**config.mk**
```make
export PLATFORM = sky130hd
export DESIGN_NAME = flash_protect
export DESIGN_NICKNAME = d
export VERILOG_FILES = /design/src/hw/flash_protect_pkg.sv /design/src/hw/flash_protect.sv
export SDC_FILE = /design/constraint.sdc
export NUM_CORES = 1
export LEC_CHECK = 0
export ABC_CLOCK_PERIOD_IN_PS = 9330
export BUFFER_PORTS_ARGS = -buffer_cell sky130_fd_sc_hd__buf_2
export CAP_MARGIN = 20
export CORE_AREA = 2 2 135 137
export DETAILED_ROUTE_END_ITERATION = 6
export DIE_AREA = 0 0 137 139
export HOLD_SLACK_MARGIN = 0.03
export PLACE_DENSITY = 0.58
export SYNTH_ARGS = -nofsm -noshare
export SYNTH_HDL_FRONTEND = slang
export SYNTH_SLANG_ARGS = --single-unit
```
**constraint.sdc**
```tcl
create_clock -name clk_in -period 9.33 [get_ports clk_in]
set_input_delay 0.4665 -clock clk_in [delete_from_list [all_inputs] [get_ports clk_in]]
set_output_delay 0.4665 -clock clk_in [all_outputs]
set_load 0.1 [all_outputs]
```
**src/hw/flash_protect_pkg.sv**
```systemverilog
// Constants, types and command codes for the flash write-protection block.
// Assumes a 4-Mbit array addressed by 24-bit flash addresses, one clock.
//
// Contract
// - Scheme select clear: protection comes from range fields, lock store ignored.
// - Complement set inverts the selected range: inside unprotected, outside protected.
// - Granule bit with 3-bit span code picks 4 kB or 64 kB range units.
// - Origin bit zero anchors range at top, one anchors it at address zero.
// - Protected addresses refuse program and erase; reads are never checked.
// - 64 kB units: 000 none, 001-011 64/128/256 kB at end, 100-111 all.
// - 4 kB units: 001-100 4/8/16/32 kB, 101 as 100, 110-111 all, 000 none.
// - Complement set protects what the same code leaves unprotected otherwise, except for the 4 kB block erases below.
// - Complement, 4 kB, top: block erases see region ending 077FFFh or 06FFFFh.
// - Complement, 4 kB, bottom: block erases see region starting 008000h or 010000h.
// - Scheme select set: the per-block lock store alone decides protection.
// - Opcode 36h sets one lock bit, opcode 39h clears one lock bit.
// - Host sends 24-bit address after 36h; device sets the covering lock bit.
// - Lock store has 38 bits: 16 low sub-blocks, 16 high, 6 middle blocks.
// - Every lock bit comes up set after reset.
// - Opcode 7Eh sets every lock bit, opcode 98h clears every lock bit.
// - Scheme select comes up clear, so the whole array starts unprotected.
// - Opcodes 3Ch/3Dh return 8-bit lock value MSB first, LSB set if locked.

package flash_protect_pkg;

  // ----------------------------------------------------------------
  // Array geometry
  // ----------------------------------------------------------------
  localparam int FLASH_ADDR_W = 24;
  localparam int ARRAY_W = 19;
  localparam logic [18:0] ARRAY_LAST = 19'h7ffff;
  localparam logic [19:0] ARRAY_SIZE = 20'h80000;
  localparam logic [19:0] SIZE_4K = 20'h01000;
  localparam logic [19:0] SIZE_32K = 20'h08000;
  localparam logic [19:0] SIZE_64K = 20'h10000;
  localparam logic [18:0] WIDE32_TOP_HI = 19'h77fff;
  localparam logic [18:0] WIDE64_TOP_HI = 19'h6ffff;
  localparam logic [18:0] WIDE32_BOT_LO = 19'h08000;
  localparam logic [18:0] WIDE64_BOT_LO = 19'h10000;

  // ----------------------------------------------------------------
  // Lock store
  // ----------------------------------------------------------------
  localparam int LOCK_BITS = 38;
  localparam logic [37:0] LOCK_RESET = 38'h3f_ffff_ffff;
  localparam logic [5:0] LOCK_HIGH_BASE = 6'h10;
  localparam logic [5:0] LOCK_MID_BASE = 6'h1f;
  localparam int QUERY_BITS = 8;

  // ----------------------------------------------------------------
  // Command opcodes
  // ----------------------------------------------------------------
  localparam logic [7:0] OP_LOCK_ONE = 8'h36;
  localparam logic [7:0] OP_UNLOCK_ONE = 8'h39;
  localparam logic [7:0] OP_LOCK_ALL = 8'h7e;
  localparam logic [7:0] OP_UNLOCK_ALL = 8'h98;
  localparam logic [7:0] OP_QUERY_A = 8'h3c;
  localparam logic [7:0] OP_QUERY_B = 8'h3d;

  // ----------------------------------------------------------------
  // Register map
  // ----------------------------------------------------------------
  localparam int REG_ADDR_W = 4;
  localparam logic [3:0] CFG_OFFSET = 4'h0;
  localparam logic [3:0] STATUS_OFFSET = 4'h4;
  localparam logic [3:0] LOCK_LO_OFFSET = 4'h8;
  localparam logic [3:0] LOCK_HI_OFFSET = 4'hc;
  localparam int CFG_SCHEME_BIT = 0;
  localparam int CFG_COMPLEMENT_BIT = 1;
  localparam int CFG_GRANULE_BIT = 2;
  localparam int CFG_BOTTOM_BIT = 3;
  localparam int CFG_SPAN_LSB = 4;
  localparam int STATUS_REFUSED_BIT = 0;
  localparam int STATUS_QUERY_BIT = 1;
  localparam logic [6:0] CFG_RESET = 7'h00;

  // ----------------------------------------------------------------
  // Types
  // ----------------------------------------------------------------
  typedef enum logic [2:0] {
    KIND_PROGRAM = 3'h0,
    KIND_ERASE_4K = 3'h1,
    KIND_ERASE_32K = 3'h2,
    KIND_ERASE_64K = 3'h3,
    KIND_ERASE_CHIP = 3'h4
  } check_kind_type;

  typedef struct packed {
    logic protect_scheme_select;
    logic protect_complement;
    logic protect_granule_select;
    logic protect_from_bottom;
    logic [2:0] protect_span_code;
  } protect_cfg_type;

  typedef struct packed {
    logic [7:0] opcode;
    logic [23:0] addr;
  } lock_cmd_type;

  typedef struct packed {
    check_kind_type kind;
    logic [23:0] addr;
  } check_req_type;

endpackage

```
**src/hw/flash_protect.sv**
```systemverilog
// Write-protection decision and lock store for the serial flash array.
// Assumes the command decoder and register master run on clk_in.
`timescale 1ns/10ps
`default_nettype none

module flash_protect (
  // Clock and reset
  input wire logic clk_in,
  input wire logic rst_n_in,
  // Register port
  input wire logic [flash_protect_pkg::REG_ADDR_W-1:0] reg_addr_in,
  input wire logic [31:0] reg_wdata_in,
  input wire logic reg_wr_in,
  input wire logic reg_rd_in,
  output logic [31:0] reg_rdata_out,
  // Lock commands from the serial decoder
  input wire logic cmd_valid_in,
  input wire flash_protect_pkg::lock_cmd_type cmd_in,
  output logic cmd_ready_out,
  // Lock value answer, MSB first
  output logic query_bit_out,
  output logic query_valid_out,
  // Program and erase checks
  input wire logic chk_valid_in,
  input wire flash_protect_pkg::check_req_type chk_in,
  output logic chk_done_out,
  output logic chk_refused_out
);

  // ----------------------------------------------------------------
  // Lock index decoding
  // ----------------------------------------------------------------
  function automatic logic [5:0] lock_index(input logic [23:0] addr);
    logic [2:0] blk;
    logic [3:0] sub;
    blk = addr[18:16];
    sub = addr[15:12];
    if (blk == 3'h0)
    begin
      lock_index = {2'h0, sub};
    end
    else if (blk == 3'h7)
    begin
      lock_index = flash_protect_pkg::LOCK_HIGH_BASE + {2'h0, sub};
    end
    else
    begin
      lock_index = flash_protect_pkg::LOCK_MID_BASE + {3'h0, blk};
    end
  endfunction

  // Lock bits touched by a program or erase at addr
  function automatic logic [37:0] lock_mask(input flash_protect_pkg::check_kind_type kind,
                                            input logic [23:0] addr);
    logic [5:0] idx;
    logic [5:0] base;
    logic outer;
    idx = lock_index(addr);
    outer = (addr[18:16] == 3'h0) || (addr[18:16] == 3'h7);
    base = (addr[18:16] == 3'h7) ? flash_protect_pkg::LOCK_HIGH_BASE : 6'h00;
    lock_mask = 38'h1 << idx;
    unique case (kind)
      flash_protect_pkg::KIND_ERASE_32K:
      begin
        if (outer)
        begin
          lock_mask = 38'hff << (base + {2'h0, addr[15], 3'h0});
        end
      end
      flash_protect_pkg::KIND_ERASE_64K:
      begin
        if (outer)
        begin
          lock_mask = 38'hffff << base;
        end
      end
      flash_protect_pkg::KIND_ERASE_CHIP:
      begin
        lock_mask = flash_protect_pkg::LOCK_RESET;
      end
      default:
      begin
        lock_mask = 38'h1 << idx;
      end
    endcase
  endfunction

  // ----------------------------------------------------------------
  // Configuration register
  // ----------------------------------------------------------------
  flash_protect_pkg::protect_cfg_type cfg_q;
  logic refused_q;
  logic [37:0] lock_q;

  always_ff @(posedge clk_in or negedge rst_n_in)
  begin
    if (!rst_n_in)
    begin
      cfg_q <= flash_protect_pkg::CFG_RESET;
    end
    else if (reg_wr_in && reg_addr_in == flash_protect_pkg::CFG_OFFSET)
    begin
      cfg_q.protect_scheme_select <= reg_wdata_in[flash_protect_pkg::CFG_SCHEME_BIT];
      cfg_q.protect_complement <= reg_wdata_in[flash_protect_pkg::CFG_COMPLEMENT_BIT];
      cfg_q.protect_granule_select <= reg_wdata_in[flash_protect_pkg::CFG_GRANULE_BIT];
      cfg_q.protect_from_bottom <= reg_wdata_in[flash_protect_pkg::CFG_BOTTOM_BIT];
      cfg_q.protect_span_code <= reg_wdata_in[flash_protect_pkg::CFG_SPAN_LSB +: 3];
    end
  end

  // ----------------------------------------------------------------
  // Lock value query shifter
  // ----------------------------------------------------------------
  typedef enum logic [1:0] {
    Q_IDLE = 2'b01,
    Q_SHIFT = 2'b10
  } query_state_type;

  query_state_type q_state_q;
  logic [7:0] q_shift_q;
  logic [2:0] q_count_q;
  logic cmd_take;
  logic is_query;

  assign cmd_ready_out = (q_state_q == Q_IDLE);
  assign cmd_take = cmd_valid_in && cmd_ready_out;
  assign is_query = (cmd_in.opcode == flash_protect_pkg::OP_QUERY_A) ||
                    (cmd_in.opcode == flash_protect_pkg::OP_QUERY_B);

  always_ff @(posedge clk_in or negedge rst_n_in)
  begin
    if (!rst_n_in)
    begin
      q_state_q <= Q_IDLE;
      q_shift_q <= 8'h00;
      q_count_q <= 3'h0;
    end
    else
    begin
      unique case (q_state_q)
        Q_IDLE:
        begin
          if (cmd_take && is_query)
          begin
            q_shift_q <= {7'h00, lock_q[lock_index(cmd_in.addr)]};
            q_count_q <= 3'(flash_protect_pkg::QUERY_BITS - 1);
            q_state_q <= Q_SHIFT;
          end
        end
        Q_SHIFT:
        begin
          q_shift_q <= {q_shift_q[6:0], 1'b0};
          q_count_q <= q_count_q - 3'h1;
          if (q_count_q == 3'h0)
          begin
            q_state_q <= Q_IDLE;
          end
        end
        default:
        begin
          q_state_q <= Q_IDLE;
        end
      endcase
    end
  end

  assign query_bit_out = q_shift_q[7];
  assign query_valid_out = (q_state_q == Q_SHIFT);

  // ----------------------------------------------------------------
  // Lock store
  // ----------------------------------------------------------------
  always_ff @(posedge clk_in or negedge rst_n_in)
  begin
    if (!rst_n_in)
    begin
      lock_q <= flash_protect_pkg::LOCK_RESET;
    end
    else if (cmd_take)
    begin
      unique case (cmd_in.opcode)
        flash_protect_pkg::OP_LOCK_ONE:
        begin
          lock_q[lock_index(cmd_in.addr)] <= 1'b1;
        end
        flash_protect_pkg::OP_UNLOCK_ONE:
        begin
          lock_q[lock_index(cmd_in.addr)] <= 1'b0;
        end
        flash_protect_pkg::OP_LOCK_ALL:
        begin
          lock_q <= flash_protect_pkg::LOCK_RESET;
        end
        flash_protect_pkg::OP_UNLOCK_ALL:
        begin
          lock_q <= 38'h0;
        end
        default:
        begin
          lock_q <= lock_q;
        end
      endcase
    end
  end

  // ----------------------------------------------------------------
  // Standard range decode
  // ----------------------------------------------------------------
  logic [19:0] span_size;
  logic span_none;
  logic span_all;
  logic prot_none;
  logic [18:0] prot_lo;
  logic [18:0] prot_hi;
  logic [19:0] top_start;
  logic [19:0] span_end;
  logic [2:0] code;

  always_comb
  begin
    code = cfg_q.protect_span_code;
    span_none = (code == 3'h0);
    span_all = 1'b0;
    span_size = flash_protect_pkg::SIZE_64K;
    if (cfg_q.protect_granule_select)
    begin
      unique case (code)
        3'h1: span_size = flash_protect_pkg::SIZE_4K;
        3'h2: span_size = flash_protect_pkg::SIZE_4K << 1;
        3'h3: span_size = flash_protect_pkg::SIZE_4K << 2;
        3'h4, 3'h5: span_size = flash_protect_pkg::SIZE_32K;
        3'h6, 3'h7: span_all = 1'b1;
        default: span_size = flash_protect_pkg::SIZE_4K;
      endcase
    end
    else
    begin
      unique case (code)
        3'h1: span_size = flash_protect_pkg::SIZE_64K;
        3'h2: span_size = flash_protect_pkg::SIZE_64K << 1;
        3'h3: span_size = flash_protect_pkg::SIZE_64K << 2;
        3'h4, 3'h5, 3'h6, 3'h7: span_all = 1'b1;
        default: span_size = flash_protect_pkg::SIZE_64K;
      endcase
    end
    top_start = flash_protect_pkg::ARRAY_SIZE - span_size;
    span_end = span_size - 20'h1;
    prot_none = 1'b0;
    prot_lo = 19'h0;
    prot_hi = flash_protect_pkg::ARRAY_LAST;
    if (!cfg_q.protect_complement)
    begin
      if (span_none)
      begin
        prot_none = 1'b1;
      end
      else if (!span_all && !cfg_q.protect_from_bottom)
      begin
        prot_lo = top_start[18:0];
      end
      else if (!span_all)
      begin
        prot_hi = span_end[18:0];
      end
    end
    else
    begin
      if (span_all)
      begin
        prot_none = 1'b1;
      end
      else if (!span_none && !cfg_q.protect_from_bottom)
      begin
        prot_hi = top_start[18:0] - 19'h1;
      end
      else if (!span_none)
      begin
        prot_lo = span_size[18:0];
      end
    end
    if (cfg_q.protect_complement && cfg_q.protect_granule_select &&
        !span_none && !span_all)
    begin
      if (chk_in.kind == flash_protect_pkg::KIND_ERASE_32K && code <= 3'h3)
      begin
        if (cfg_q.protect_from_bottom)
        begin
          prot_lo = flash_protect_pkg::WIDE32_BOT_LO;
        end
        else
        begin
          prot_hi = flash_protect_pkg::WIDE32_TOP_HI;
        end
      end
      if (chk_in.kind == flash_protect_pkg::KIND_ERASE_64K)
      begin
        if (cfg_q.protect_from_bottom)
        begin
          prot_lo = flash_protect_pkg::WIDE64_BOT_LO;
        end
        else
        begin
          prot_hi = flash_protect_pkg::WIDE64_TOP_HI;
        end
      end
    end
  end

  // ----------------------------------------------------------------
  // Target region and verdict
  // ----------------------------------------------------------------
  logic [19:0] region_span;
  logic [18:0] region_lo;
  logic [18:0] region_hi;
  logic std_hit;
  logic lock_hit;
  logic refuse;

  always_comb
  begin
    unique case (chk_in.kind)
      flash_protect_pkg::KIND_ERASE_4K: region_span = flash_protect_pkg::SIZE_4K - 20'h1;
      flash_protect_pkg::KIND_ERASE_32K: region_span = flash_protect_pkg::SIZE_32K - 20'h1;
      flash_protect_pkg::KIND_ERASE_64K: region_span = flash_protect_pkg::SIZE_64K - 20'h1;
      flash_protect_pkg::KIND_ERASE_CHIP: region_span = flash_protect_pkg::ARRAY_SIZE - 20'h1;
      default: region_span = 20'h0;
    endcase
    region_lo = chk_in.addr[18:0] & ~region_span[18:0];
    region_hi = region_lo | region_span[18:0];
  end

  assign std_hit = !prot_none && (region_lo <= prot_hi) && (region_hi >= prot_lo);
  assign lock_hit = |(lock_q & lock_mask(chk_in.kind, chk_in.addr));
  assign refuse = cfg_q.protect_scheme_select ? lock_hit : std_hit;

  always_ff @(posedge clk_in or negedge rst_n_in)
  begin
    if (!rst_n_in)
    begin
      chk_done_out <= 1'b0;
      chk_refused_out <= 1'b0;
    end
    else
    begin
      chk_done_out <= chk_valid_in;
      chk_refused_out <= chk_valid_in && refuse;
    end
  end

  always_ff @(posedge clk_in or negedge rst_n_in)
  begin
    if (!rst_n_in)
    begin
      refused_q <= 1'b0;
    end
    else if (chk_valid_in)
    begin
      refused_q <= refuse;
    end
  end

  // ----------------------------------------------------------------
  // Register read
  // ----------------------------------------------------------------
  always_ff @(posedge clk_in or negedge rst_n_in)
  begin
    if (!rst_n_in)
    begin
      reg_rdata_out <= 32'h0;
    end
    else if (reg_rd_in)
    begin
      unique case (reg_addr_in)
        flash_protect_pkg::CFG_OFFSET:
        begin
          reg_rdata_out <= {25'h0, cfg_q.protect_span_code, cfg_q.protect_from_bottom,
                            cfg_q.protect_granule_select, cfg_q.protect_complement,
                            cfg_q.protect_scheme_select};
        end
        flash_protect_pkg::STATUS_OFFSET:
        begin
          reg_rdata_out <= {30'h0, (q_state_q == Q_SHIFT), refused_q};
        end
        flash_protect_pkg::LOCK_LO_OFFSET:
        begin
          reg_rdata_out <= lock_q[31:0];
        end
        flash_protect_pkg::LOCK_HI_OFFSET:
        begin
          reg_rdata_out <= {26'h0, lock_q[37:32]};
        end
        default:
        begin
          reg_rdata_out <= 32'h0;
        end
      endcase
    end
    else
    begin
      reg_rdata_out <= 32'h0;
    end
  end

endmodule

`default_nettype wire

```
* Yosys cells after proc, flatten, opt, wreduce, memory -nomap -nowiden
Cells that the tools add are included.
** Operators by class
- Reductions and logical operators :: 34
- $add $sub $neg :: 9
- Equality and inequality tests :: 25
- Multiplexer cells :: 63
- Bitwise gates (word level) :: 7
- Order comparisons :: 8
- Shift operators :: 3
** Operators by type and width (count)
- 19-bit 2-to-1 mux :: 23
- 38-bit case mux with 4 select lines :: 1
- 32-bit case mux with 4 select lines :: 1
- 38-bit case mux with 3 select lines :: 1
- 38-bit bitwise AND :: 2
- 38-bit 2-to-1 mux :: 2
- 19-bit case mux with 4 select lines :: 1
- 17-bit case mux with 4 select lines :: 1
- 6-bit 2-to-1 mux :: 10
- 38-bit NOT :: 1
- 38-bit OR :: 1
- 19-bit case mux with 2 select lines :: 1
- 38-bit OR reduction :: 1
- 1-bit by 6-bit << shifter with 38-bit output (first input constant) :: 1
- 16-bit by 5-bit << shifter with 38-bit output (first input constant) :: 1
- 8-bit by 6-bit << shifter with 38-bit output (first input constant) :: 1
- 19-bit by 1-bit subtractor with 19-bit output (second input constant) :: 2
- 8-bit by 6-bit equality test with 1-bit output (second input constant) :: 4
- 32-bit 2-to-1 mux :: 1
- 3-bit equality test (second input constant) :: 7
- 6-bit by 7-bit < comparator with 1-bit output (second input constant) :: 3
- 19-bit bitwise AND :: 1
- 19-bit >= comparator :: 1
- 19-bit <= comparator :: 1
- 38 further kinds :: 80
** Storage, ports and cells
- Bits of input ports :: 101
- Output and inout bits :: 37
- Flip-flop bits (word level) :: 93
- Logic and storage cells :: 162

* Logic depth before layout (Yosys ltp)
- Depth after elaboration :: 19
- Depth in mapped cells :: 16
- Depth with buffers taken out :: 16

* Worst setup path after synthesis
No wires, ideal clock.
- Path type :: reg-to-reg
- Start point :: register cfg_q (netlist bit code[2])
- End point :: register refused_q
- Stages on the path, launching flop included :: 17
- Setup slack :: 5.976 ns
- Data required time :: 9.236 ns
- Clock period less this slack :: 3.354 ns
- Arrival :: 3.260 ns
- Library setup time :: 0.094 ns
- Path buffers :: 3
- Cell sequence :: dfrtp_1 -> clkbuf_1 -> clkbuf_1 -> or3_1 -> ha_1 -> buf_1 -> nor2b_1 -> a221oi_1 -> o211ai_1 -> a22oi_1 -> o21a_1 -> ha_1 -> nand4_1 -> or4_1 -> o211ai_1 -> a21oi_1 -> a211oi_1
** On the way
- Word-level cells in the longest chain between the ends :: 18
- Elaborated cells on any way between the ends :: 58
- Classes of those cells :: add/sub (3); order compare (3); eq/ne (6); mux (32); reduce/logical (14)
** Ends and longest elaborated chain
- start: declaration :: RTL line flash_protect.sv:91 : flash_protect_pkg::protect_cfg_type cfg_q;
- start signal: assignment :: RTL line flash_protect.sv:99 : cfg_q <= flash_protect_pkg::CFG_RESET;
- 3-bit equality test :: RTL line flash_protect.sv:227, flash_protect.sv:238
- 2-bit OR reduction / 4-bit OR reduction (equally long branches) :: RTL line flash_protect.sv:227, flash_protect.sv:238
- 17-bit case mux with 4 select lines (tied with other cells) :: RTL line flash_protect.sv:227 : unique case (code)
- 19-bit 2-to-1 mux / 1-bit 2-to-1 mux (equally long branches) :: RTL line flash_protect.sv:225 : if (cfg_q.protect_granule_select)
- 1-bit by 19-bit subtractor with 19-bit output (tied with other cells) :: RTL line flash_protect.sv:246 : top_start = flash_protect_pkg::ARRAY_SIZE - span_size;
- 19-bit by 1-bit subtractor with 19-bit output (tied with other cells) :: RTL line flash_protect.sv:274 : prot_hi = top_start[18:0] - 19'h1;
- 19-bit 2-to-1 mux, on equally long branches :: RTL line flash_protect.sv:272, flash_protect.sv:257
- 19-bit 2-to-1 mux, on equally long branches :: RTL line flash_protect.sv:268, flash_protect.sv:253
- [... 2 more ...]
- 19-bit 2-to-1 mux :: RTL line flash_protect.sv:284 : if (chk_in.kind == flash_protect_pkg::KIND_ERASE_32K && code <= 3'h3)
- 19-bit 2-to-1 mux :: RTL line flash_protect.sv:297 : if (cfg_q.protect_from_bottom)
- 19-bit 2-to-1 mux :: RTL line flash_protect.sv:295 : if (chk_in.kind == flash_protect_pkg::KIND_ERASE_64K)
- 19-bit 2-to-1 mux :: RTL line flash_protect.sv:281 : if (cfg_q.protect_complement && cfg_q.protect_granule_select &&
- 19-bit <= comparator :: RTL line flash_protect.sv:332 : assign std_hit = !prot_none && (region_lo <= prot_hi) && (region_hi >= prot_lo);
- 1-bit logical AND :: RTL line flash_protect.sv:332
- 1-bit logical AND (*) :: RTL line flash_protect.sv:332
- 1-bit 2-to-1 mux (*) :: RTL line flash_protect.sv:334 : assign refuse = cfg_q.protect_scheme_select ? lock_hit : std_hit;
- end signal: assignment :: RTL line flash_protect.sv:358 : refused_q <= refuse;
- end: declaration :: RTL line flash_protect.sv:92 : logic refused_q;
Every way passes the cells marked *; elsewhere a longest branch is shown, timed or not.
A chain may end at the register's enable or synchronous reset.

* Worst setup path after layout
- Start point :: register cfg_q[4] (netlist name)
- End point :: register chk_refused_out
** On the way
- Word-level cells in the longest chain between the ends :: 16
- Elaborated cells on any way between the ends :: 41
- Classes of those cells :: add/sub (3); order compare (2); mux (27); reduce/logical (9)
** Ends and longest elaborated chain
- 19-bit 2-to-1 mux / 1-bit 2-to-1 mux (equally long branches) :: RTL line flash_protect.sv:225
- 1-bit by 19-bit subtractor with 19-bit output (tied with other cells) :: RTL line flash_protect.sv:246
- 19-bit by 1-bit subtractor with 19-bit output (tied with other cells) :: RTL line flash_protect.sv:274
- 19-bit 2-to-1 mux, on equally long branches :: RTL line flash_protect.sv:272, flash_protect.sv:257
- 19-bit 2-to-1 mux, on equally long branches :: RTL line flash_protect.sv:268, flash_protect.sv:253
- 19-bit 2-to-1 mux :: RTL line flash_protect.sv:251 : if (!cfg_q.protect_complement)
- 19-bit 2-to-1 mux :: RTL line flash_protect.sv:286 : if (cfg_q.protect_from_bottom)
- 19-bit 2-to-1 mux :: RTL line flash_protect.sv:284
- 19-bit 2-to-1 mux :: RTL line flash_protect.sv:297
- 19-bit 2-to-1 mux :: RTL line flash_protect.sv:295
- 19-bit 2-to-1 mux :: RTL line flash_protect.sv:281
- 19-bit <= comparator :: RTL line flash_protect.sv:332
- 1-bit logical AND :: RTL line flash_protect.sv:332
- 1-bit logical AND (*) :: RTL line flash_protect.sv:332
- 1-bit 2-to-1 mux (*) :: RTL line flash_protect.sv:334
- 1-bit logical AND (*) :: RTL line flash_protect.sv:346 : chk_refused_out <= chk_valid_in && refuse;
- end signal: assignment :: RTL line flash_protect.sv:346
- end: declaration :: RTL line flash_protect.sv:27 : output logic chk_refused_out
Marks and branches as above.

==> impl_results.md <==
* Switch share at 34.9%
* Post-route ant nets at 0
* Area after DPL at 0.00751 sq mm
* Final Hold Vio Count at 0
* Root buf cell: clkbuf_16
* IR drop worst, VDD at 0.0937 mV
* HPWL after detailed placement at 15200 um
* Drt pass-1 iters at 5
* Post-synthesis compound-gate area fraction at 21.8%
* Setup Fix Bufs, Post-CTS at 0
* Vias at 6828
* PD cells at 154 mW/mm^2
* Vias in the first global route at 6424
* Post-Synth Simple-Gate Area at 27.0%
* Routed wire length at 21800 um
* Num rows at 49
* Lkg Pwr at 3.43 nW
* Clock Power Share at 34.3%
* CTS Hold Bufs at 0
* First-pass GRT wire length at 34900 um
* Final #Nets at 1042
* Initial antenna violation count at 0
* Post-Synth XOR/XNOR Area at 0.633%
* Slew headroom at 26.0%
* Clock Tree Buf Depth at 2
* Post-synth cell types at 76
* CP startpoint kind: flip-flop
* Skew final at 0.0122 ns
* Crit Path Category: reg -> reg
* Number of flops mapped to enable cells by yosys at 0
* Outcome: finished clean
* Post-synth ARST share at 100%
* FF+latch count, synth at 93
* Seq pwr share at 38.7%
* Clock slew at reported path FFs at 0.08 ns
* Vias/cell at 5.93
* Arr. time, crit path at 4.35 ns
* Top Ports at 138
* Mapped Area at 0.00692 sq mm
* WL/cell at 19.0 um
* Layout cells sized above 1 at 20.6%
* Syn nets at 988
* Ys Warns at 0
* CP max FO at 16
* Clk Latency, worst-skew pair at 0.35 ns
* Fmax at 243 MHz
* Logic gate share of total power at 27.1%
* Most common cell after layout, fill and taps aside: nand2_1
* Sequential-to-total area share from yosys stat at 34.3%
* Largest family of logic cells by synthesized area: simple AND/OR/NAND/NOR gates
* Main synth FF type: dfrtp_1
* CTS Buf Count at 9
* Max_cap viols at 0
* Max-slew violations at 0
* Synthesis-to-layout area growth at 13.4%
* Final period utilization at 44.0%
* Final Power at 1.21 mW
* Residual DRC at 0
* Critical Path RT at 9.57 ns
* # setup viols final at 0
* Most frequent cells in the layout: 132 x nand2_1, 103 x a21oi_1, 89 x buf_2
* CTS tree: built
* N_diodes at 0
* CP Capture Type: flip-flop
* Hold Crit Class: in -> async
* H-tree depth at 3
* Post-route setup TNS at 0 ns
* Final Instance Area at 0.00785 sq mm
* Avg Cell Area, Syn at 8.02 sq um
* Clock sinks at 93
* Slew @ Worst Pin at 1.08 ns
* Final worst path period need at 4.11 ns
* Post-CTS sizing at 0
* Gr usage total at 23.3%
* Initial drt markers at 762
* Largest net degree at the start of global routing at 53
* Post-Syn Instances at 863
* Adder-Cell Fraction of Synth Area at 4.34%
* Die Y at 139 um
* Switching pwr at 422 uW
* Die Wd at 137 um
* GP Congestion at 0.897
* RSZ-0062 raised after global routing: false
* Starting Density at 39.2%
* Core Footprint at 0.0177 sq mm
* Mux contribution to synthesized area at 7.29%
* Die area at 0.0190 sq mm
* Internal at 789 uW
* Port Buf Inserts at 90
* Final global-route overflow total at 0
[worst max-delay path, cell delays in order (launching register included)]
cell	delay (ns)
dfrtp_1	0.67
inv_1	0.26
nor3_1	0.38
inv_1	0.11
ha_1	0.29
inv_1	0.12
o21ai_0	0.10
a221oi_1	0.34
o211ai_1	0.16
a22oi_1	0.19
o21a_1	0.17
ha_1	0.14
nand4_1	0.08
or4_1	0.40
o211ai_1	0.13
a21oi_1	0.13
a211oi_1	0.32
[final cells by class]
class | count | area [sq um]
Sequential cell | 93 | 2380
Tap cell | 229 | 287
Timing Repair Buffer | 97 | 505
Inverter | 25 | 93.8
Clock inverter | 4 | 56.3
Multi-Input combinational cell | 691 | 4250
Clock buffer | 12 | 279
Fill cell | 1804 | 9810
[cell families (layout without fill, tap and decap cells)]
group / after synthesis / count (layout)
buf+inv: 79 / 138
fa+ha+maj: 24 / 24
simple gates: 377 / 377
mux: 42 / 42
compound gates: 243 / 243
xor+xnor: 5 / 5
flops: 93 / 93
[worst paths after layout]
check	start	cells after the start	endpoint	slack (ns)
worst max register to register	cfg_q[4]	16	chk_refused_out	5.22
min in group clk_in	reg_wdata_in[2]	3	cfg_q[4]	0.32
worst min-delay path	rst_n_in	1	reg_rdata_out[14]	0.09
worst max-delay path	cfg_q[4]	16	chk_refused_out	5.22
worst min register to register	q_count_q[0]	1	q_count_q[0]	0.48
max in group asynchronous	rst_n_in	2	reg_rdata_out[0]	8.17
[power groups by stage]
stage | Sequential (mW) | Clock [mW] | Combinational (mW)
2_1_floorplan | 0.463 | 0 | 0.239
3_3_place_gp | 0.475 | 0 | 0.324
3_5_place_dp | 0.475 | 0 | 0.324
4_1_cts | 0.468 | 0.421 | 0.325
5_1_grt | 0.473 | 0.436 | 0.367
6_report | 0.468 | 0.415 | 0.328
[synth_stat cells, types with 5 or more instances]
| master | n | area [sq um] |
|---|---|---|
| mux2i_1 | 22 | 220 |
| nand3_1 | 36 | 180 |
| a211o_1 | 6 | 52.6 |
| or3_1 | 7 | 43.8 |
| nor4_1 | 12 | 75.1 |
| inv_1 | 25 | 93.8 |
| nand2_1 | 132 | 495 |
| o21ai_0 | 55 | 275 |
| ha_1 | 24 | 300 |
| a31oi_1 | 11 | 68.8 |
| nor3_1 | 24 | 120 |
| a21boi_0 | 5 | 37.5 |
| nor3b_1 | 5 | 37.5 |
| buf_1 | 8 | 30.0 |
| xnor2_1 | 5 | 43.8 |
| dfstp_2 | 39 | 1020 |
| or2_2 | 6 | 37.5 |
| dfrtp_1 | 54 | 1350 |
| nand2b_1 | 16 | 100 |
| nor2b_1 | 10 | 62.6 |
| buf_2 | 8 | 40.0 |
| and3_1 | 9 | 56.3 |
| nand4_1 | 17 | 106 |
| o211ai_1 | 8 | 60.1 |
| clkbuf_1 | 35 | 131 |
| mux2_2 | 14 | 158 |
| and2_1 | 33 | 206 |
| a21oi_1 | 103 | 515 |
| nor2_1 | 54 | 203 |
[routing by layer]
metal,global-route usage (%),routed length (um),vias up
met5,0,0,-
met4,6.84,400,0
met3,3.47,1480,32
met2,36.3,10100,275
met1,33.3,9820,3286
li1,-,-,3235
[through the flow]
| stage | util [%] | instances | hold WS [ns] | setup slack (ns) |
|---|---|---|---|---|
| 2_1_floorplan | - | 863 | 0.171 | 5.98 |
| 3_3_place_gp | 42.5 | 1135 | 0.459 | 5.31 |
| 3_5_place_dp | 42.5 | 1135 | 0.472 | 5.27 |
| 4_1_cts | 44.4 | 1151 | 0.105 | 5.26 |
| 5_1_grt | 44.4 | 1151 | 0.134 | 4.78 |
| 6_report | 44.4 | 1151 | 0.0948 | 5.22 |
[sequential cells by signal, indices dropped and copies added, names as in the netlist]
register and count:
cfg_q 4, chk_done_out 1, chk_refused_out 1, code 3
lock_q 38, q_count_q 3, q_shift_q 8, q_state_q 2
refused_q 1, reg_rdata_out 32
(Power assumes the default switching activity.)
